===== src/sah_consts.svh =====
// Constants of the converter host interface: offsets, field positions, timing.
// Assumes a 250 MHz clk; included by bare name from sah_sar, sah_top and the bench.
//
// Overview of operation
// Convert start with byte_sel_short_cycle low resolves all twelve bits.
// Convert start with byte_sel_short_cycle high resolves only eight bits.
// Byte read, width select low, byte select low: upper eight bits on lines 11..4.
// Byte format: result_upper_nibble carries bits 11..8 when low, floats when high.
// Byte format: result_middle_nibble carries bits 7..4 when low, zeros when high.
// Byte format: result_lower_nibble carries bits 3..0 when high, floats when low.
// Width select high gives full 12-bit word; low gives two byte reads.
// Active-high enable strobe from host triggers a convert or a read.
// Select input is active low; host holds it low to address device.
// Full control: read_conv high requests read, low requests conversion start.
// Stand-alone: falling read_conv starts a new conversion.
// conversion_busy high during conversion, low once complete.
// During conversion, starts are ignored and no result data is driven.
// At end: stop bit clock, sampler tracks, delay busy fall for acquisition.
// Full control: request accepted only while select low and enable high.
`ifndef SAH_CONSTS_SVH
`define SAH_CONSTS_SVH

`define SAH_CLK_MHZ 250
`define SAH_BIT_NS 640
`define SAH_BIT_CYC ((`SAH_BIT_NS * `SAH_CLK_MHZ + 999) / 1000)
`define SAH_ACQ_NS 600
`define SAH_ACQ_CYC ((`SAH_ACQ_NS * `SAH_CLK_MHZ + 999) / 1000)

`define SAH_RES_BITS 12
`define SAH_MSB_IDX 4'hB
`define SAH_SHORT_LAST 4'h4
`define SAH_FULL_LAST 4'h0

`define SAH_OFF_CTRL 8'h00
`define SAH_OFF_STAT 8'h04
`define SAH_OFF_RES 8'h08
`define SAH_OFF_ISR 8'h0C
`define SAH_OFF_IMR 8'h10

`define SAH_CTRL_STANDALONE 0
`define SAH_CTRL_RST 1'h0
`define SAH_STAT_BUSY 0
`define SAH_STAT_CONV 1
`define SAH_STAT_SHORT 2
`define SAH_IRQ_DONE 0
`define SAH_IRQ_IGN 1
`define SAH_IRQ_RST 2'h0

`define SAH_RESP_OKAY 2'h0
`define SAH_RESP_SLVERR 2'h2

`endif


===== src/sah_pkg.sv =====
// Types shared by the converter host interface modules.
// Assumes sah_consts.svh is on the include path.
`default_nettype none
package sah_pkg;
  // ==========================================
  // Control sequence states
  typedef enum logic [1:0] {SAH_IDLE, SAH_CONV, SAH_ACQ} sah_state_t;
  typedef logic [11:0] sah_word_t;
endpackage : sah_pkg
`default_nettype wire


===== src/sah_sar_if.sv =====
// Link between the control sequencer and the successive-approximation engine.
// Assumes one clock domain shared by both ends.
`default_nettype none
interface sah_sar_if;
  logic start;
  logic short_cyc;
  logic active;
  logic done;
  logic [11:0] code;
  modport ctl (output start, output short_cyc, input active, input done, input code);
  modport sar (input start, input short_cyc, output active, output done, output code);
endinterface : sah_sar_if
`default_nettype wire


===== src/sah_sar.sv =====
// Successive-approximation engine: bit clock divider, trial code, bit decisions.
// Assumes an external comparator answers the trial code within one bit period.
`include "sah_consts.svh"
`default_nettype none
module sah_sar
(
  input wire logic clk,
  input wire logic sys_rst,
  sah_sar_if.sar sar,
  input wire logic cmp_above,
  output logic [11:0] dac_code
);
  import sah_pkg::*;

  localparam logic [7:0] BIT_LAST = 8'(`SAH_BIT_CYC - 1);

  logic [7:0] div_q;
  logic [3:0] idx_q;
  logic short_q;
  logic active_q;
  logic done_q;
  sah_word_t code_q;
  logic tick;

  // ==========================================
  // Bit clock: runs only while converting, so it stops at the end
  assign tick = active_q && (div_q == BIT_LAST);

  always_ff @(posedge clk or posedge sys_rst)
    if (sys_rst)
      div_q <= 8'h00;
    else if (!active_q || tick)
      div_q <= 8'h00;
    else
      div_q <= div_q + 8'h01;

  // ==========================================
  // Bit decisions, MSB first; short cycles stop after bit 4
  always_ff @(posedge clk or posedge sys_rst)
    if (sys_rst)
    begin
      active_q <= 1'b0;
      done_q <= 1'b0;
      short_q <= 1'b0;
      idx_q <= 4'h0;
      code_q <= 12'h000;
    end
    else
    begin
      done_q <= 1'b0;
      if (sar.start && !active_q)
      begin
        active_q <= 1'b1;
        short_q <= sar.short_cyc;
        idx_q <= `SAH_MSB_IDX;
        code_q <= 12'h000;
      end
      else if (tick)
      begin
        code_q[idx_q] <= cmp_above;
        if (idx_q == (short_q ? `SAH_SHORT_LAST : `SAH_FULL_LAST))
        begin
          active_q <= 1'b0;
          done_q <= 1'b1;
        end
        else
          idx_q <= idx_q - 4'h1;
      end
    end

  // Trial level: decided bits plus the bit under test
  always_comb
  begin
    dac_code = code_q;
    if (active_q)
      dac_code[idx_q] = 1'b1;
  end

  assign sar.active = active_q;
  assign sar.done = done_q;
  assign sar.code = code_q;
endmodule : sah_sar
`default_nettype wire


===== src/sah_top.sv =====
// Top of the converter host interface: pin protocol, sequencing, output
// formatting, AXI4-Lite registers and interrupt.
// Assumes host pins are synchronous to clk; the board resolves the data lines.
`include "sah_consts.svh"
`default_nettype none
module sah_top
(
  input wire logic clk,
  input wire logic sys_rst,
  // AXI4-Lite slave
  input wire logic [7:0] s_axi_awaddr,
  input wire logic s_axi_awvalid,
  output logic s_axi_awready,
  input wire logic [31:0] s_axi_wdata,
  input wire logic [3:0] s_axi_wstrb,
  input wire logic s_axi_wvalid,
  output logic s_axi_wready,
  output logic [1:0] s_axi_bresp,
  output logic s_axi_bvalid,
  input wire logic s_axi_bready,
  input wire logic [7:0] s_axi_araddr,
  input wire logic s_axi_arvalid,
  output logic s_axi_arready,
  output logic [31:0] s_axi_rdata,
  output logic [1:0] s_axi_rresp,
  output logic s_axi_rvalid,
  input wire logic s_axi_rready,
  // Host pins
  input wire logic chip_enable,
  input wire logic select_n,
  input wire logic read_conv,
  input wire logic byte_sel_short_cycle,
  input wire logic width_12_sel,
  output logic [11:0] data_o,
  output logic [11:0] data_oe,
  output logic conversion_busy,
  // Analog boundary and interrupt
  input wire logic cmp_above,
  output logic [11:0] dac_code,
  output logic sample_hold,
  output logic irq
);
  import sah_pkg::*;

  localparam int ACQ_M = `SAH_ACQ_CYC - 1;
  localparam logic [7:0] ACQ_LAST = 8'(`SAH_ACQ_CYC - 1);

  sah_sar_if sar_link ();

  sah_state_t st_q;
  logic standalone_q;
  logic req_q;
  logic rc_q;
  logic busy_q;
  logic hold_q;
  logic run_short_q;
  logic [7:0] acq_q;
  sah_word_t result_q;
  logic [11:0] dout_q;
  logic [11:0] doe_q;
  logic [1:0] isr_q;
  logic [1:0] imr_q;
  logic irq_q;
  logic req;
  logic launch;
  logic sa_start;
  logic conv_req;
  logic accept;
  logic read_en;

  // ==========================================
  // Engine
  sah_sar u_sar
  (
    .clk(clk),
    .sys_rst(sys_rst),
    .sar(sar_link),
    .cmp_above(cmp_above),
    .dac_code(dac_code)
  );

  // ==========================================
  // Host pin decode
  assign req = !select_n && chip_enable;
  assign launch = req && !req_q;
  assign sa_start = rc_q && !read_conv;
  // Full control: a launch with read_conv low is a convert
  assign conv_req = standalone_q ? sa_start : (launch && !read_conv);
  assign accept = conv_req && (st_q == SAH_IDLE);
  // Reads are allowed during acquisition, never while bits are resolved
  assign read_en = standalone_q ? read_conv : (req && read_conv);

  // Edge history of the launch condition and of read_conv
  always_ff @(posedge clk or posedge sys_rst)
    if (sys_rst)
    begin
      req_q <= 1'b0;
      rc_q <= 1'b0;
    end
    else
    begin
      req_q <= req;
      rc_q <= read_conv;
    end

  // ==========================================
  // Conversion sequence
  assign sar_link.start = accept;
  assign sar_link.short_cyc = byte_sel_short_cycle;

  always_ff @(posedge clk or posedge sys_rst)
    if (sys_rst)
    begin
      st_q <= SAH_IDLE;
      busy_q <= 1'b0;
      hold_q <= 1'b0;
      acq_q <= 8'h00;
      run_short_q <= 1'b0;
    end
    else
      case (st_q)
        SAH_IDLE:
          if (accept)
          begin
            st_q <= SAH_CONV;
            busy_q <= 1'b1;
            hold_q <= 1'b1;
            run_short_q <= byte_sel_short_cycle;
          end
        SAH_CONV:
          if (sar_link.done)
          begin
            st_q <= SAH_ACQ;
            hold_q <= 1'b0;
            acq_q <= 8'h00;
          end
        SAH_ACQ:
          // Busy falls only after the sampler has settled
          if (acq_q == ACQ_LAST)
          begin
            st_q <= SAH_IDLE;
            busy_q <= 1'b0;
          end
          else
            acq_q <= acq_q + 8'h01;
        default:
          st_q <= SAH_IDLE;
      endcase

  // Result capture at end of conversion
  always_ff @(posedge clk or posedge sys_rst)
    if (sys_rst)
      result_q <= 12'h000;
    else if (sar_link.done)
      result_q <= sar_link.code;

  // ==========================================
  // Data line formatting, registered
  always_ff @(posedge clk or posedge sys_rst)
    if (sys_rst)
    begin
      dout_q <= 12'h000;
      doe_q <= 12'h000;
    end
    else if (!read_en || st_q == SAH_CONV)
    begin
      dout_q <= 12'h000;
      doe_q <= 12'h000;
    end
    else if (width_12_sel)
    begin
      dout_q <= result_q;
      doe_q <= 12'hFFF;
    end
    else if (!byte_sel_short_cycle)
    begin
      dout_q <= {result_q[11:4], 4'h0};
      doe_q <= 12'hFF0;
    end
    else
    begin
      dout_q <= {4'h0, 4'h0, result_q[3:0]};
      doe_q <= 12'h0FF;
    end

  assign data_o = dout_q;
  assign data_oe = doe_q;
  assign conversion_busy = busy_q;
  assign sample_hold = hold_q;

  // ==========================================
  // AXI4-Lite slave: address and data latched independently
  logic aw_full_q;
  logic w_full_q;
  logic [7:0] aw_addr_q;
  logic [31:0] w_data_q;
  logic [3:0] w_strb_q;
  logic bvalid_q;
  logic [1:0] bresp_q;
  logic rvalid_q;
  logic [1:0] rresp_q;
  logic [31:0] rdata_q;
  logic do_wr;
  logic [1:0] isr_clr;
  logic [1:0] isr_set;

  assign s_axi_awready = !aw_full_q && !bvalid_q;
  assign s_axi_wready = !w_full_q && !bvalid_q;
  assign do_wr = aw_full_q && w_full_q;

  always_ff @(posedge clk or posedge sys_rst)
    if (sys_rst)
    begin
      aw_full_q <= 1'b0;
      w_full_q <= 1'b0;
      aw_addr_q <= 8'h00;
      w_data_q <= 32'h0000_0000;
      w_strb_q <= 4'h0;
      bvalid_q <= 1'b0;
      bresp_q <= `SAH_RESP_OKAY;
    end
    else
    begin
      if (s_axi_awvalid && s_axi_awready)
      begin
        aw_full_q <= 1'b1;
        aw_addr_q <= s_axi_awaddr;
      end
      if (s_axi_wvalid && s_axi_wready)
      begin
        w_full_q <= 1'b1;
        w_data_q <= s_axi_wdata;
        w_strb_q <= s_axi_wstrb;
      end
      if (do_wr)
      begin
        aw_full_q <= 1'b0;
        w_full_q <= 1'b0;
        bvalid_q <= 1'b1;
        case (aw_addr_q)
          `SAH_OFF_CTRL, `SAH_OFF_STAT, `SAH_OFF_RES, `SAH_OFF_ISR, `SAH_OFF_IMR:
            bresp_q <= `SAH_RESP_OKAY;
          default:
            bresp_q <= `SAH_RESP_SLVERR;
        endcase
      end
      else if (bvalid_q && s_axi_bready)
        bvalid_q <= 1'b0;
    end

  // Control and mask registers; only byte lane 0 carries fields
  always_ff @(posedge clk or posedge sys_rst)
    if (sys_rst)
    begin
      standalone_q <= `SAH_CTRL_RST;
      imr_q <= `SAH_IRQ_RST;
    end
    else if (do_wr && w_strb_q[0])
    begin
      if (aw_addr_q == `SAH_OFF_CTRL)
        standalone_q <= w_data_q[`SAH_CTRL_STANDALONE];
      if (aw_addr_q == `SAH_OFF_IMR)
        imr_q <= w_data_q[1:0];
    end

  // Sticky events; a set in the clearing cycle survives
  assign isr_clr = (do_wr && w_strb_q[0] && aw_addr_q == `SAH_OFF_ISR) ? w_data_q[1:0] : 2'h0;
  assign isr_set = {conv_req && !accept, sar_link.done};

  always_ff @(posedge clk or posedge sys_rst)
    if (sys_rst)
    begin
      isr_q <= `SAH_IRQ_RST;
      irq_q <= 1'b0;
    end
    else
    begin
      isr_q <= (isr_q & ~isr_clr) | isr_set;
      irq_q <= |(((isr_q & ~isr_clr) | isr_set) & imr_q);
    end

  assign irq = irq_q;
  assign s_axi_bvalid = bvalid_q;
  assign s_axi_bresp = bresp_q;

  // Read channel: one read at a time, answer the cycle after the address
  assign s_axi_arready = !rvalid_q;

  always_ff @(posedge clk or posedge sys_rst)
    if (sys_rst)
    begin
      rvalid_q <= 1'b0;
      rdata_q <= 32'h0000_0000;
      rresp_q <= `SAH_RESP_OKAY;
    end
    else if (s_axi_arvalid && !rvalid_q)
    begin
      rvalid_q <= 1'b1;
      rresp_q <= `SAH_RESP_OKAY;
      rdata_q <= 32'h0000_0000;
      case (s_axi_araddr)
        `SAH_OFF_CTRL: rdata_q[`SAH_CTRL_STANDALONE] <= standalone_q;
        `SAH_OFF_STAT: rdata_q[2:0] <= {run_short_q, st_q == SAH_CONV, busy_q};
        `SAH_OFF_RES: rdata_q[11:0] <= result_q;
        `SAH_OFF_ISR: rdata_q[1:0] <= isr_q;
        `SAH_OFF_IMR: rdata_q[1:0] <= imr_q;
        default: rresp_q <= `SAH_RESP_SLVERR;
      endcase
    end
    else if (rvalid_q && s_axi_rready)
      rvalid_q <= 1'b0;

  assign s_axi_rvalid = rvalid_q;
  assign s_axi_rdata = rdata_q;
  assign s_axi_rresp = rresp_q;
endmodule : sah_top
`default_nettype wire


===== config.mk =====
export PLATFORM = sky130hd
export DESIGN_NAME = sah_top
export DESIGN_NICKNAME = d
export VERILOG_FILES = /design/src/sah_pkg.sv /design/src/sah_sar_if.sv /design/src/sah_sar.sv /design/src/sah_top.sv
export VERILOG_INCLUDE_DIRS = /design/src
export SDC_FILE = /design/constraint.sdc
export NUM_CORES = 1
export LEC_CHECK = 0
export BUFFER_PORTS_ARGS = -buffer_cell sky130_fd_sc_hd__buf_2
export CORE_ASPECT_RATIO = 1.2
export CORE_MARGIN = 3
export CORE_UTILIZATION = 50
export DETAILED_ROUTE_END_ITERATION = 12
export PLACE_DENSITY_LB_ADDON = 0.15
export SYNTH_ARGS = -nofsm -noshare
export SYNTH_HDL_FRONTEND = slang
export SYNTH_SLANG_ARGS = --single-unit

===== constraint.sdc =====
create_clock -name clk -period 5.1 [get_ports clk]
set_input_delay 1.275 -clock clk [delete_from_list [all_inputs] [get_ports clk]]
set_output_delay 1.275 -clock clk [all_outputs]
set_load 0.03 [all_outputs]

==> results.ini <==
[route]
drt-vias-per-instance=5.32
antenna_left=0
drt_iter0_markers=175
drc=0
first_pass_iters=4
wire_per_inst_um=15.0
wl_um=9590
vias=3392

[pwr]
netSwitchingFraction=0.303
p_clk_frac=0.273
seqPwrFrac=0.539
p_leak_uw=0.00266
p_int_uw=1270
vdd_drop_max_mv=0.284
total_power_uw=1820
powerDensity_mw_per_mm2=336
pwr-share-comb=0.187
switchingPower_uw=552

[timing]
finalHoldViolCount=0
setup-tns-final_ns=0
finalSetupViolCount=0
max_slew_margin=0.463
min_period_ns=3.22
fin_crit_sh=0.632
slew_viol_final=0
clock_skew_ns=0.00704
rsz0062_at_grt=no
fmax_mhz=310
worstMarginPinSlew_ns=0.806

[die]
row_count=38
core_sq_mm=0.00922
io_pins=145
die_w_um=95.9
die_h_um=114
die-area_sq_mm=0.0109
start_util=0.525

[global_route]
top_usage_layer=met2
use_met1=0.270
overflow=0
grt_first_pass_wirelength_um=16200
track_usage=0.189
grt_util_met2=0.289
grt_pass1_vias=3233
grt_max_degree=68
grt_antenna_before_repair=0
use_met3=0.0383

[clocking]
clkSinkCount=104
postCtsSetupBuffers=0
cts-root-buf=clkbuf_8
cts-resized-gates=0
clock_latency_ns=0.36
clockBufferDepth=2
cts_buffers=9
htree_levels=3
postCtsHoldBufs=0
clk_pin_slew_ns=0.09
tritoncts=done

[setup_path]
cp-start-kind=flop
critical_path_class=reg2out
cp-end-kind=output port
worst_ep_required_time_ns=3.83
cp.arrival_ns=1.95
cp_max_fo=12

[logic_synthesis]
synth_edf_count=0
synthFlopType=dfrtp_1
netlist_area_sq_mm=0.00485
yosysSeqAreaShare=0.537
ys_warn_count=0
synth_cell_types=55
async_flop_share=1.00
synthCells=438
syn-mean-instance-area_sq_um=11.1
synth_seq_cells=104

[placement]
dp_hpwl_um=7120
port_buffers=89
gp_congestion=0.866

[final_layout]
nets=586
multiInputGateArea_sq_mm=0.00197
drive_gt1_frac=0.292
fillers=830
register_area_sq_mm=0.00260
diodes=0
area_growth_pct=12.0

[worst_hold_path]
holdCritPathClass=reg2reg

[status]
status=completed

[run]
drv_cap=0

## registers in the layout, indices dropped and copies added (netlist names), 2 cells and up
name	flops
acq_q	8
aw_addr_q	8
data_o	12
data_oe	3
imr_q	2
isr_q	2
result_q	12
s_axi_rdata	12
st_q	2
u_sar.div_q	8
u_sar.idx_q	4
u_sar.sar.code	12
w_data_q	2
## stage by stage
step / instance area [sq um] / utilization / instances / hold slack [ns] / setup WS (ns)
after floorplan: 4920 / - / 459 / 0.447 / 1.09
after global placement: 5240 / 0.568 / 623 / 0.461 / 1.86
after detailed placement: 5240 / 0.568 / 623 / 0.466 / 1.86
after CTS: 5430 / 0.588 / 638 / 0.486 / 1.88
after global routing: 5430 / 0.588 / 638 / 0.509 / 1.73
final: 5430 / 0.588 / 638 / 0.482 / 1.88
## kinds of logic after synthesis
| family | after synthesis | synth area share |
|---|---|---|
| buf+inv | 62 | 0.0726 |
| mux | 31 | 0.0741 |
| other cells | 1 | 0.000774 |
| fa+ha+maj | 7 | 0.0181 |
| xor+xnor | 12 | 0.0217 |
| flops | 104 | 0.537 |
| simple gates | 139 | 0.156 |
| compound gates | 82 | 0.120 |
## power groups by stage
stage          clock [uW]  sequential [uW]  combinational [uW]
6_report              498              982                 341
5_1_grt               547              998                 380
4_1_cts               509              983                 347
3_5_place_dp            0              999                 345
3_3_place_gp            0              996                 339
2_1_floorplan           0             1000                 262
## cells in the mapped netlist, types with 6 or more instances
master,number,share of area
a21oi_1,19,0.020
a22o_1,11,0.020
a31o_2,8,0.014
and2_1,16,0.021
buf_4,31,0.048
clkbuf_1,12,0.0093
dfrtp_1,104,0.54
ha_1,7,0.018
inv_1,16,0.012
mux2_2,29,0.067
nand2_1,30,0.023
nand2b_1,6,0.0077
nand3_1,10,0.010
nand4_1,11,0.014
nor2_1,29,0.022
o21ai_0,17,0.018
xor2_1,8,0.014
## metal layers
metal	vias to the layer above	routed length, um
met5	-	0
met4	0	153
met3	10	633
li1	1645	-
met2	99	4490
met1	1638	4310
## placed cells by master (no fill, tap or decap), drive strengths merged, types with 10 or more instances in the layout
master | Yosys | layout
a21oi | 19 | 19
a22o | 11 | 11
and2 | 16 | 16
buf | 34 | 90
clkbuf | 12 | 10
conb | 1 | 22
dfrtp | 104 | 104
inv | 16 | 16
mux2 | 29 | 29
nand2 | 30 | 30
nand3 | 10 | 10
nand4 | 11 | 11
nor2 | 29 | 29
o21ai | 17 | 17
## final cells by class
type / count / area share
Clock buffer: 10 / 0.0235
Clock inverter: 5 / 0.0108
Inverter: 16 / 0.0115
Multi-Input combinational cell: 293 / 0.363
Sequential cell: 104 / 0.480
Tap cell: 120 / 0.0277
Timing Repair Buffer: 90 / 0.0835
## worst max-delay path, stage by stage, from the launching register on
cell and delay [ns]:
dfrtp_1 0.49, nor2b_1 0.65, a31o_2 0.26, buf_2 0.19
## path summary, 6_finish.rpt
kind,start,cells after the start,to,slack [ns]
worst max-delay path,u_sar.idx_q[2]$_DFFE_PP0P_,3,dac_code[6],1.88
worst min-delay path,s_axi_rresp[1]$_DFFE_PP0P_,2,s_axi_rresp[1]$_DFFE_PP0P_,0.48
worst max register to register,standalone_q$_DFFE_PP0P_,3,u_sar.short_q$_DFFE_PP0P_,2.77
worst min register to register,s_axi_rresp[1]$_DFFE_PP0P_,2,s_axi_rresp[1]$_DFFE_PP0P_,0.48
max in group asynchronous,sys_rst,3,u_sar.idx_q[0]$_DFFE_PP0P_,3.04
min in group asynchronous,sys_rst,2,data_o[6]$_DFF_PP0_,1.07
Power figures use the tool's default switching activity.
